==> config.mk <==
export PLATFORM = sky130hd
export DESIGN_NAME = pds_top
export DESIGN_NICKNAME = d
export VERILOG_FILES = /design/src/design/pds_pkg.sv /design/src/design/pds_top.sv /design/src/design/pds_slot.sv
export SDC_FILE = /design/constraint.sdc
export NUM_CORES = 1
export LEC_CHECK = 0
export ABC_CLOCK_PERIOD_IN_PS = 1650
export BUFFER_PORTS_ARGS = -buffer_cell sky130_fd_sc_hd__buf_4
export CORE_MARGIN = 4
export CORE_UTILIZATION = 41
export CTS_CLUSTER_DIAMETER = 80
export DETAILED_ROUTE_END_ITERATION = 8
export MAX_ROUTING_LAYER = met4
export PLACE_DENSITY_LB_ADDON = 0.1
export SLEW_MARGIN = 20
export SYNTH_ARGS = -nofsm -noshare
export SYNTH_HDL_FRONTEND = slang
export SYNTH_SLANG_ARGS = --single-unit
==> constraint.sdc <==
create_clock -name REF_CLK_IN -period 1.65 [get_ports REF_CLK_IN]
set_input_delay 0 -clock REF_CLK_IN [delete_from_list [all_inputs] [get_ports REF_CLK_IN]]
set_output_delay 0 -clock REF_CLK_IN [all_outputs]
set_load 0.1 [all_outputs]
==> src/design/pds_pkg.sv <==
/*
 * Shared constants and types for the pump duty sequencer: register map,
 * field layout, reset values and the duty mode enumeration.
 * Assumes a 32-bit Avalon-MM register bus and a 16-bit level code.
 */
package pds_pkg;
    // ==========================================================
    // Widths
    localparam int LVL_W  = 16;
    localparam int DATA_W = 32;
    localparam int ADDR_W = 5;
    localparam int BE_W   = 4;
    localparam int NPUMP  = 2;

    // ==========================================================
    // Register byte addresses
    localparam logic [ADDR_W-1:0] REG_CTRL    = 5'h00;
    localparam logic [ADDR_W-1:0] REG_ON_SP1  = 5'h04;
    localparam logic [ADDR_W-1:0] REG_OFF_SP1 = 5'h08;
    localparam logic [ADDR_W-1:0] REG_ON_SP2  = 5'h0C;
    localparam logic [ADDR_W-1:0] REG_OFF_SP2 = 5'h10;
    localparam logic [ADDR_W-1:0] REG_LEVEL   = 5'h14;
    localparam logic [ADDR_W-1:0] REG_STATUS  = 5'h18;

    // ==========================================================
    // Control and status fields
    localparam int CTRL_MODE_LSB = 0;
    localparam int CTRL_MODE_W   = 2;
    localparam int CTRL_EN_BIT   = 2;
    localparam int STAT_LEAD_BIT = 2;
    localparam int STAT_DEM_LSB  = 3;

    // ==========================================================
    // Reset values
    localparam logic [LVL_W-1:0]  RST_ON_SP   = 16'hFFFF;
    localparam logic [LVL_W-1:0]  RST_OFF_SP  = 16'h0000;
    localparam logic [DATA_W-1:0] RST_RDATA   = 32'h0000_0000;

    // ==========================================================
    // Duty modes, in the order of their CTRL code
    typedef enum logic [CTRL_MODE_W-1:0] {
        MODE_ALT_ASSIST,
        MODE_ALT_BACKUP,
        MODE_FIX_ASSIST,
        MODE_FIX_BACKUP
    } pds_mode_t;
endpackage

==> src/design/pds_top.sv <==
/*
 * Pump duty sequencer top: Avalon-MM register slave, two setpoint slots,
 * lead rotation and relay selection for the four duty modes.
 * Assumes LEVEL_IN is driven by level logic on REF_CLK_IN.
 */
// Functional notes
// - Duty mode selects the relay control algorithm
// - Alternate assist lets both pumps run together
// - Fixed assist lets both pumps run together
// - Backup modes never energise more than one relay
// - First pump starts at its on setpoint
// - Second pump stops at its off setpoint
// - Alternate modes start with pump one leading
// - Alternate modes rotate on setpoint each cycle
// - Off setpoints rotate together with on setpoints
// - Fixed modes never rotate pump order
// - Backup new pump replaces running one
`timescale 1ns/1ps
module pds_top (
    // Clock and reset
    input  wire logic                        REF_CLK_IN,
    input  wire logic                        SYS_RST_IN,
    // Measured level
    input  wire logic [pds_pkg::LVL_W-1:0]   LEVEL_IN,
    // Avalon-MM slave
    input  wire logic [pds_pkg::ADDR_W-1:0]  AVS_ADDRESS_IN,
    input  wire logic                        AVS_READ_IN,
    input  wire logic                        AVS_WRITE_IN,
    input  wire logic [pds_pkg::DATA_W-1:0]  AVS_WRITEDATA_IN,
    input  wire logic [pds_pkg::BE_W-1:0]    AVS_BYTEENABLE_IN,
    output logic      [pds_pkg::DATA_W-1:0]  AVS_READDATA_OUT,
    output logic                             AVS_WAITREQUEST_OUT,
    // Pump relays
    output logic      [pds_pkg::NPUMP-1:0]   PUMP_RELAY_OUT
);
    import pds_pkg::*;

    // ==========================================================
    // Byte-lane merge for the 16-bit setpoint registers
    function automatic logic [LVL_W-1:0] be_merge(input logic [LVL_W-1:0]  old_v,
                                                  input logic [DATA_W-1:0] wd,
                                                  input logic [BE_W-1:0]   be);
        logic [LVL_W-1:0] v;
        v = old_v;
        if (be[0]) begin
            v[7:0] = wd[7:0];
        end
        if (be[1]) begin
            v[15:8] = wd[15:8];
        end
        return v;
    endfunction

    // ==========================================================
    // Register and bus state
    logic [CTRL_MODE_W-1:0] mode_r,    mode_nxt;
    logic                   en_r,      en_nxt;
    logic [LVL_W-1:0]       on1_r,     on1_nxt;
    logic [LVL_W-1:0]       off1_r,    off1_nxt;
    logic [LVL_W-1:0]       on2_r,     on2_nxt;
    logic [LVL_W-1:0]       off2_r,    off2_nxt;
    logic                   wait_r,    wait_nxt;
    logic [DATA_W-1:0]      rdata_r,   rdata_nxt;
    logic                   req;
    logic                   commit_wr;

    // Pump state
    logic [NPUMP-1:0]       relay_r,   relay_nxt;
    logic                   lead_r,    lead_nxt;
    logic                   dem0;
    logic                   dem1;
    logic [LVL_W-1:0]       slot0_on,  slot0_off;
    logic [LVL_W-1:0]       slot1_on,  slot1_off;
    pds_mode_t              mode;
    logic                   alt_mode;
    logic                   backup_mode;

    assign req       = AVS_READ_IN | AVS_WRITE_IN;
    // A write lands only on the edge at which the master sees waitrequest low
    assign commit_wr = AVS_WRITE_IN & ~wait_r;

    // ==========================================================
    // Register bus: one wait state, then one-cycle acknowledge
    always_comb begin
        mode_nxt  = mode_r;
        en_nxt    = en_r;
        on1_nxt   = on1_r;
        off1_nxt  = off1_r;
        on2_nxt   = on2_r;
        off2_nxt  = off2_r;
        wait_nxt  = ~(req & wait_r);
        rdata_nxt = rdata_r;
        if (commit_wr) begin
            case (AVS_ADDRESS_IN)
                REG_CTRL: begin
                    if (AVS_BYTEENABLE_IN[0]) begin
                        mode_nxt = AVS_WRITEDATA_IN[CTRL_MODE_LSB +: CTRL_MODE_W];
                        en_nxt   = AVS_WRITEDATA_IN[CTRL_EN_BIT];
                    end
                end
                REG_ON_SP1:  on1_nxt  = be_merge(on1_r,  AVS_WRITEDATA_IN, AVS_BYTEENABLE_IN);
                REG_OFF_SP1: off1_nxt = be_merge(off1_r, AVS_WRITEDATA_IN, AVS_BYTEENABLE_IN);
                REG_ON_SP2:  on2_nxt  = be_merge(on2_r,  AVS_WRITEDATA_IN, AVS_BYTEENABLE_IN);
                REG_OFF_SP2: off2_nxt = be_merge(off2_r, AVS_WRITEDATA_IN, AVS_BYTEENABLE_IN);
                default: begin
                end
            endcase
        end
        if (AVS_READ_IN & wait_r) begin
            rdata_nxt = RST_RDATA;
            case (AVS_ADDRESS_IN)
                REG_CTRL: begin
                    rdata_nxt[CTRL_MODE_LSB +: CTRL_MODE_W] = mode_r;
                    rdata_nxt[CTRL_EN_BIT]                  = en_r;
                end
                REG_ON_SP1:  rdata_nxt[LVL_W-1:0] = on1_r;
                REG_OFF_SP1: rdata_nxt[LVL_W-1:0] = off1_r;
                REG_ON_SP2:  rdata_nxt[LVL_W-1:0] = on2_r;
                REG_OFF_SP2: rdata_nxt[LVL_W-1:0] = off2_r;
                REG_LEVEL:   rdata_nxt[LVL_W-1:0] = LEVEL_IN;
                REG_STATUS: begin
                    rdata_nxt[NPUMP-1:0]    = relay_r;
                    rdata_nxt[STAT_LEAD_BIT] = lead_r;
                    rdata_nxt[STAT_DEM_LSB +: NPUMP] = {dem1, dem0};
                end
                default: rdata_nxt = RST_RDATA;
            endcase
        end
    end

    always_ff @(posedge REF_CLK_IN) begin
        if (SYS_RST_IN) begin
            mode_r  <= MODE_ALT_ASSIST;
            en_r    <= 1'b0;
            on1_r   <= RST_ON_SP;
            off1_r  <= RST_OFF_SP;
            on2_r   <= RST_ON_SP;
            off2_r  <= RST_OFF_SP;
            wait_r  <= 1'b1;
            rdata_r <= RST_RDATA;
        end else begin
            mode_r  <= mode_nxt;
            en_r    <= en_nxt;
            on1_r   <= on1_nxt;
            off1_r  <= off1_nxt;
            on2_r   <= on2_nxt;
            off2_r  <= off2_nxt;
            wait_r  <= wait_nxt;
            rdata_r <= rdata_nxt;
        end
    end

    // ==========================================================
    // Setpoint slots: slot 0 holds the first setpoints, slot 1 the next
    assign mode        = pds_mode_t'(mode_r);
    assign alt_mode    = (mode == MODE_ALT_ASSIST) | (mode == MODE_ALT_BACKUP);
    assign backup_mode = (mode == MODE_ALT_BACKUP) | (mode == MODE_FIX_BACKUP);
    assign slot0_on    = on1_r;
    assign slot0_off   = off1_r;
    assign slot1_on    = on2_r;
    assign slot1_off   = off2_r;
    // Slots are tied to setpoint pairs, pumps are picked by lead_r,
    // so off setpoints always travel with their on setpoints.

    pds_slot u_slot0 (
        .clk_in     (REF_CLK_IN),
        .rst_in     (SYS_RST_IN),
        .level_in   (LEVEL_IN),
        .on_sp_in   (slot0_on),
        .off_sp_in  (slot0_off),
        .demand_out (dem0)
    );

    pds_slot u_slot1 (
        .clk_in     (REF_CLK_IN),
        .rst_in     (SYS_RST_IN),
        .level_in   (LEVEL_IN),
        .on_sp_in   (slot1_on),
        .off_sp_in  (slot1_off),
        .demand_out (dem1)
    );

    // ==========================================================
    // Relay selection and lead rotation
    always_comb begin
        relay_nxt = '0;
        lead_nxt  = lead_r;
        if (en_r) begin
            if (backup_mode) begin
                // Slot 1 demand wins over slot 0 and drops the pump already running
                if (dem1) begin
                    relay_nxt[~lead_r] = 1'b1;
                end else if (dem0) begin
                    relay_nxt[lead_r] = 1'b1;
                end
            end else begin
                relay_nxt[lead_r]  = dem0;
                relay_nxt[~lead_r] = dem1;
            end
        end
        // A cycle ends when every relay drops; in alternate modes only then may the lead move
        if (alt_mode && (relay_r != '0) && (relay_nxt == '0)) begin
            lead_nxt = ~lead_r;
        end
        if (!alt_mode) begin
            lead_nxt = 1'b0;
        end
    end

    always_ff @(posedge REF_CLK_IN) begin
        if (SYS_RST_IN) begin
            relay_r <= '0;
            lead_r  <= 1'b0;
        end else begin
            relay_r <= relay_nxt;
            lead_r  <= lead_nxt;
        end
    end

    // ==========================================================
    // Outputs
    assign PUMP_RELAY_OUT      = relay_r;
    assign AVS_READDATA_OUT    = rdata_r;
    assign AVS_WAITREQUEST_OUT = wait_r;
endmodule

==> src/design/pds_slot.sv <==
/*
 * One setpoint slot: holds pump demand with hysteresis for pump-down use.
 * Assumes the level comes from logic on the same clock.
 */
`timescale 1ns/1ps
module pds_slot (
    // Clock and reset
    input  wire logic                  clk_in,
    input  wire logic                  rst_in,
    // Level and setpoints
    input  wire logic [pds_pkg::LVL_W-1:0] level_in,
    input  wire logic [pds_pkg::LVL_W-1:0] on_sp_in,
    input  wire logic [pds_pkg::LVL_W-1:0] off_sp_in,
    // Demand
    output logic                       demand_out
);
    import pds_pkg::*;

    logic demand_r;
    logic demand_nxt;

    // ==========================================================
    // Hysteresis: on at or above on setpoint, off at or below off
    always_comb begin
        demand_nxt = demand_r;
        if (level_in <= off_sp_in) begin
            demand_nxt = 1'b0;
        end
        // Set wins if setpoints overlap, so a high level is never ignored
        if (level_in >= on_sp_in) begin
            demand_nxt = 1'b1;
        end
    end

    always_ff @(posedge clk_in) begin
        if (rst_in) begin
            demand_r <= 1'b0;
        end else begin
            demand_r <= demand_nxt;
        end
    end

    assign demand_out = demand_r;
endmodule

==> results.cfg, run 1 <==
[outcome]
status = finished, violations left
violations = negative setup slack

[job]
max-cap-violations = 0

[final_layout]
fin_cells = 953
diodes = 0
syn2layout_area_growth_pct = 33.4
drive_above_1_share = 0.278
layout.core_utilization = 0.565
fillers = 1193
nets = 901

[power_and_ir_drop]
power_uw = 4940
pwr_density_cell_mw_per_mm2 = 688
p_leak_uw = 0.00313
vdd_drop_max_uv = 585

[setup_path]
crit_arrival_ns = 1.97
worst_setup_path_start_kind = flop
path_cells = inv_2 -> ha_4 -> nand4_1 -> buf_4 -> nor4_4 -> a21boi_2 -> o31ai_2 -> o211ai_1
critPathRequiredTime_ns = 1.92
critPathCaptureType = flop
path_class = reg -> reg
critPathSlowestCell = dfxtp_2
crit_fanout = 2
critPathMaxStageDelay_ns = 0.35

[place]
place_congestion = 0.859
dp.final_hpwl_um = 12400
dp.cells = 915
io_buffers = 61

[grt]
antenna_found_initial = 0
grt_usage = 0.230
grt_overflow = 0
grt_max_degree = 35
grt_pass1_wl_um = 26200
grt_pass1_vias = 5004

[timing]
period_share = 1.03
max_freq_mhz = 589
min_period_ns = 1.70
finalClockSkew_ns = 0.00434
setup_viol = 2
worst_pin_slew_ns = 0.511
drv_slew = 0
rsz0062_at_grt = yes
hold_slack_ns = 0.0255
layout_setup_ws_ns = -0.0464
finalHoldViolations = 0
relSlewSlack = 0.654

[floorplan]
coreArea_mm2 = 0.0127
io_pins = 96
die_w_um = 123
die_h_um = 123
row_count = 41
start_util = 0.423
die_area_mm2 = 0.0150

[routing]
wire_per_inst_um = 17.5
detail_route.vias_per_cell = 5.47
num_vias = 5213
ant_nets = 0
drc = 0
routed_wl_um = 16700
drtIter0Drc = 438
drtPass1Iterations = 6

[synthesis]
seq_area_frac_synth = 0.331
synth.avg_cell_area_um2 = 8.34
yosysTopAreaCell = dfxtp_1
ys.flop_type = dfxtp_1
synth_edf_count = 0
ys_ff_latch = 89
synth.cell_area_mm2 = 0.00539
synth.distinct_cells = 53
synth_cells = 646
synth_top_area_frac = 0.331
async_reset_ff_frac = 0
yosysWarnings = 0
synth_area_leaders = dfxtp_1 33%, ha_1 15%, nand2_1 7.5%

[hold_path]
hold_class = in -> reg

[clocking]
cts_made_buffers = 9
cts.clk_slew.worst_paths_ns = 0.06
clock_latency_ns = 0.35
cts_tree = built
ctsLongestPathBuffers = 2
clock_sinks = 89
htreeDepth = 3
clockRootBuffer = clkbuf_16
## worst max-delay path, delay by kind of cell (launching register included)
kind                       cells  cell delay (ns)
adders and majority gates      1             0.24
DFF                            1             0.35
buffers and inverters          2             0.23
and+or+nand+nor                2             0.42
AOI/OAI and AO/OA              3             0.38
## layer usage
| layer | GRT usage | vias up | share of wire |
|---|---|---|---|
| met1 | 0.296 | 2473 | 0.45 |
| met2 | 0.371 | 154 | 0.48 |
| met4 | 0.0644 | 0 | 0.022 |
| li1 | - | 2561 | - |
| met3 | 0.0452 | 25 | 0.053 |
| met5 | - | - | 0 |
## layout by cell type (no fill, tap or decap), types with 3 or more instances in the layout
cell	instances
clkinv_2	3
a21oi_1	62
nor3_4	3
nand2_2	3
conb_1	16
buf_4	127
and4_1	3
o21ai_0	7
a222oi_1	16
inv_1	57
nor3_1	3
buf_12	6
a221o_1	3
ha_4	14
nand3_1	46
a21oi_2	3
dfxtp_1	72
ha_1	50
o211ai_1	36
nand4_1	5
clkbuf_16	9
nor2_1	12
dlygate4sd3_1	18
nand2_1	104
a22o_1	14
inv_2	7
a22oi_1	18
dfxtp_2	16
## stage by stage
stage          setup TNS [ns]  instance area [um^2]  setup slack (ns)
2_1_floorplan               0                  5450            0.0175
3_3_place_gp           -0.582                  6390            -0.389
3_5_place_dp           -0.601                  6390            -0.470
4_1_cts                     0                  6970          0.000530
5_1_grt                -0.255                  7180            -0.160
6_report              -0.0885                  7180           -0.0464
## logic make-up after synthesis
| logic type | synth area share |
|---|---|
| AOI/OAI and AO/OA | 0.227 |
| xor gates and xnor gates | 0.00163 |
| adders and majority gates | 0.149 |
| buffers and inverters | 0.105 |
| DFF | 0.331 |
| muxes | 0.00186 |
| other | 0.000696 |
| and+or+nand+nor | 0.185 |
## registers in the layout (all words and copies together) (netlist names)
register and count:
AVS_READDATA_OUT 16, AVS_WAITREQUEST_OUT 1, PUMP_RELAY_OUT 2, en_r 1
lead_r 1, mode 2, off1_r 16, off2_r 16
on1_r 16, on2_r 16, u_slot0.demand_out 1, u_slot1.demand_out 1
## cells in the mapped netlist (all sizes together) (7+ instances only)
library cell,count
nand3,47
a21oi,66
dfxtp,89
nor3,7
ha,64
nor2,16
nand2,107
a22oi,19
clkbuf,16
inv,64
a222oi,16
o21ai,9
buf,32
o211ai,36
a22o,14
## final timing paths
check,to,slack (ns),cells past startpoint,start
worst max-delay path,u_slot1.demand_out$_SDFFE_PP0P_,-0.05,8,off2_r[8]$_SDFFE_PP0P_
worst min-delay path,AVS_READDATA_OUT[4]$_SDFFE_PP0P_,0.03,3,AVS_READ_IN
worst max register to register,u_slot1.demand_out$_SDFFE_PP0P_,-0.05,8,off2_r[8]$_SDFFE_PP0P_
worst min register to register,off2_r[2]$_SDFFE_PP0P_,0.48,2,off2_r[2]$_SDFFE_PP0P_
## power breakdown
part,switching [uW],leakage [uW],internal [uW]
clock network,865,0.000139,1100
registers,12.1,0.000725,2160
logic,532,0.00227,277
## area by class of cell
type	instances	area, um^2	share of cell area
multi-input combinational	460	3380	0.471
sequential	89	1810	0.251
timing repair buffer	152	1260	0.176
clock buffer	13	260	0.0362
inverter	64	240	0.0334
tap	172	215	0.0300
clock inverter	3	15.0	0.00209
## repair_timing
action,CTS,global route
endpoints found under the setup margin,2,13
endpoints found under the hold margin,68,0
gates resized for setup,28,35
setup buffers,1,3
pin swaps,17,18
hold buffers,18,0
(Power assumes the default switching activity.)
==> run 2: changes to the inputs <==
Settings changed: PLACE_DENSITY_LB_ADDON 0.1 to 0.15.
==> run 2 against run 1 <==
  * The run still ends with negative setup slack left
  * Worst hold slack improved by 0.0044 ns
  * Sequential power about the same
  * Critical path depth decreased by 1
==> results.cfg, run 2 (synthesis results as in run 1) <==
[setup_path]
r2r_slack_ns = -0.05
path_cells = inv_2 -> ha_1 -> nand4_1 -> nor2_1 -> a221o_1 -> a211oi_2 -> o221ai_2
crit_fanout = 2
crit_arrival_ns = 1.92
critPathMaxStageDelay_ns = 0.35
critPathCaptureType = flop
path_class = reg -> reg
critPathBufInv = 1
critPathSlowestCell = a221o_1
path_delay_family = compound AO/OA/AOI/OAI gates
r2r_end = u_slot0.demand_out$_SDFFE_PP0P_
worst_setup_path_start_kind = flop
timing.rr.start = off1_r[8]$_SDFFE_PP0P_
ff2ff_path_depth = 7
critPathRequiredTime_ns = 1.87

[grt]
grt_pass1_wl_um = 26100
grt_pass1_vias = 5199
grt_usage = 0.230
grt_max_degree = 35
grt_overflow = 0
antenna_found_initial = 0

[final_layout]
drive_above_1_share = 0.284
multi_input_area_mm2 = 0.00341
regArea_mm2 = 0.00181
final_common_cell = buf_4
diodes = 0
layout_common_cells = 122 x buf_4, 104 x nand2_1, 69 x dfxtp_1, 60 x a21oi_1, 55 x inv_1
fillers = 1188
nets = 897
fin_cells = 949
syn2layout_area_growth_pct = 34.2

[timing]
layout_setup_ws_ns = -0.0506
period_share = 1.03
finalClockSkew_ns = 0.00668
worst_pin_slew_ns = 0.518
relSlewSlack = 0.653
min_period_ns = 1.70
rsz0062_at_grt = yes
setup_viol = 2
drv_slew = 0
finalHoldViolations = 0
max_freq_mhz = 588

[power_and_ir_drop]
p_sw_frac = 0.277
vdd_drop_max_uv = 516
seqPwrFrac = 0.417
p_comb_frac = 0.156
power_frac_clock = 0.427
p_int_uw = 3760
pwr_density_cell_mw_per_mm2 = 719
p_leak_uw = 0.00314
p_switching_uw = 1440

[place]
place_congestion = 0.860
place_ws_ns = -0.532
dp.final_hpwl_um = 12200
dp.cells = 911
io_buffers = 61

[clocking]
htreeDepth = 3
clock_sinks = 89
clockRootBuffer = clkbuf_16
ctsLongestPathBuffers = 2
clock_latency_ns = 0.35
cts_tree = built
cts_made_buffers = 9
cts.clk_slew.worst_paths_ns = 0.06

[routing]
detail_route.vias_per_cell = 5.53
drc = 0
routed_wl_um = 16500
drtIter0Drc = 387
wire_per_inst_um = 17.4
num_vias = 5250
drtPass1Iterations = 6
ant_nets = 0

[job]
max-cap-violations = 0

[hold_path]
min_to = AVS_READDATA_OUT[3]$_SDFFE_PP0P_
hold_class = in -> reg
min_from = AVS_READ_IN
hold_depth = 3

[floorplan]
die_h_um = 123
coreArea_mm2 = 0.0127
die_w_um = 123
row_count = 41
io_pins = 96
start_util = 0.423
die_area_mm2 = 0.0150

[outcome]
violations = negative setup slack
status = finished, violations left
==> run 2: cell types whose count changed in the layout (fill, tap and decap cells not counted), sizes merged <==
cell         before  now
buf             134  129
clkbuf           13    9
clkinvlp          0    2
inv              64   65
clkinv            3    2
bufinv            0    2
dlygate4sd3      18   19
==> run 2: routing by layer <==
layer / wire [um] / part of all wire / vias to the layer above / track usage
li1: - / - / 2560 / -
met5: 0 / 0 / - / -
met4: 222 / 0.013 / 0 / 0.0651
met2: 8270 / 0.50 / 185 / 0.392
met1: 7100 / 0.43 / 2485 / 0.280
met3: 934 / 0.057 / 20 / 0.0424
==> run 2: cell type report <==
| class | count | area share |
|---|---|---|
| Clock buffer | 9 | 0.0311 |
| Clock inverter | 7 | 0.0130 |
| Inverter | 64 | 0.0332 |
| Multi-Input combinational cell | 460 | 0.472 |
| Sequential cell | 89 | 0.250 |
| Tap cell | 172 | 0.0298 |
| Timing Repair Buffer | 148 | 0.171 |
==> run 2: through the flow <==
| stage | power [uW] | cell area (um^2) | utilization | hold WS [ns] | TNS [ns] |
|---|---|---|---|---|---|
| final | 5200 | 7230 | 0.568 | 0.0299 | -0.0728 |
| after global routing | 5400 | 7230 | 0.568 | 0.0252 | -0.231 |
| after CTS | 5210 | 7000 | 0.550 | 0.0157 | -0.0379 |
| after detailed placement | 2940 | 6360 | 0.500 | 0.243 | -1.18 |
| after global placement | 2920 | 6360 | 0.500 | 0.241 | -1.05 |
| after floorplan | 2680 | 5450 | - | 0.105 | 0 |
==> run 2: worst max path at each step <==
stage / from / end / slack [ns] / depth (start not counted)
global placement: on2_r[1]$_SDFFE_PP1P_ / u_slot1.demand_out$_SDFFE_PP0P_ / -0.43 / 7
global route: off1_r[14]$_SDFFE_PP0P_ / u_slot0.demand_out$_SDFFE_PP0P_ / -0.16 / 9
CTS: off1_r[13]$_SDFFE_PP0P_ / u_slot0.demand_out$_SDFFE_PP0P_ / -0.03 / 9
floorplan: off2_r[14]$_SDFFE_PP0P_ / u_slot1.demand_out$_SDFFE_PP0P_ / 0.02 / 7
finish: off1_r[8]$_SDFFE_PP0P_ / u_slot0.demand_out$_SDFFE_PP0P_ / -0.05 / 7
detailed placement: on2_r[1]$_SDFFE_PP1P_ / u_slot1.demand_out$_SDFFE_PP0P_ / -0.53 / 7
==> run 2: tightest hold or removal path, delay by kind of cell <==
kind	cells	cell delay (ns)
buf+inv	1	0.14
compound gates	2	0.19
==> run 2: power by group through the flow <==
stage	Sequential [uW]	Combinational, uW	Clock (uW)
3_5_place_dp	2220	719	0
2_1_floorplan	2260	420	0
5_1_grt	2170	874	2360
4_1_cts	2170	774	2270
3_3_place_gp	2220	707	0
6_report	2170	813	2220
==> run 2: what timing repair did <==
item | in CTS | in global routing
gates cloned | 0 | 0
hold buffers | 19 | 0
endpoints found under the hold margin | 69 | 0
gates resized for setup | 28 | 43
endpoints found under the setup margin | 2 | 4
buffers inserted | 2 | 1
pin swaps | 13 | 14
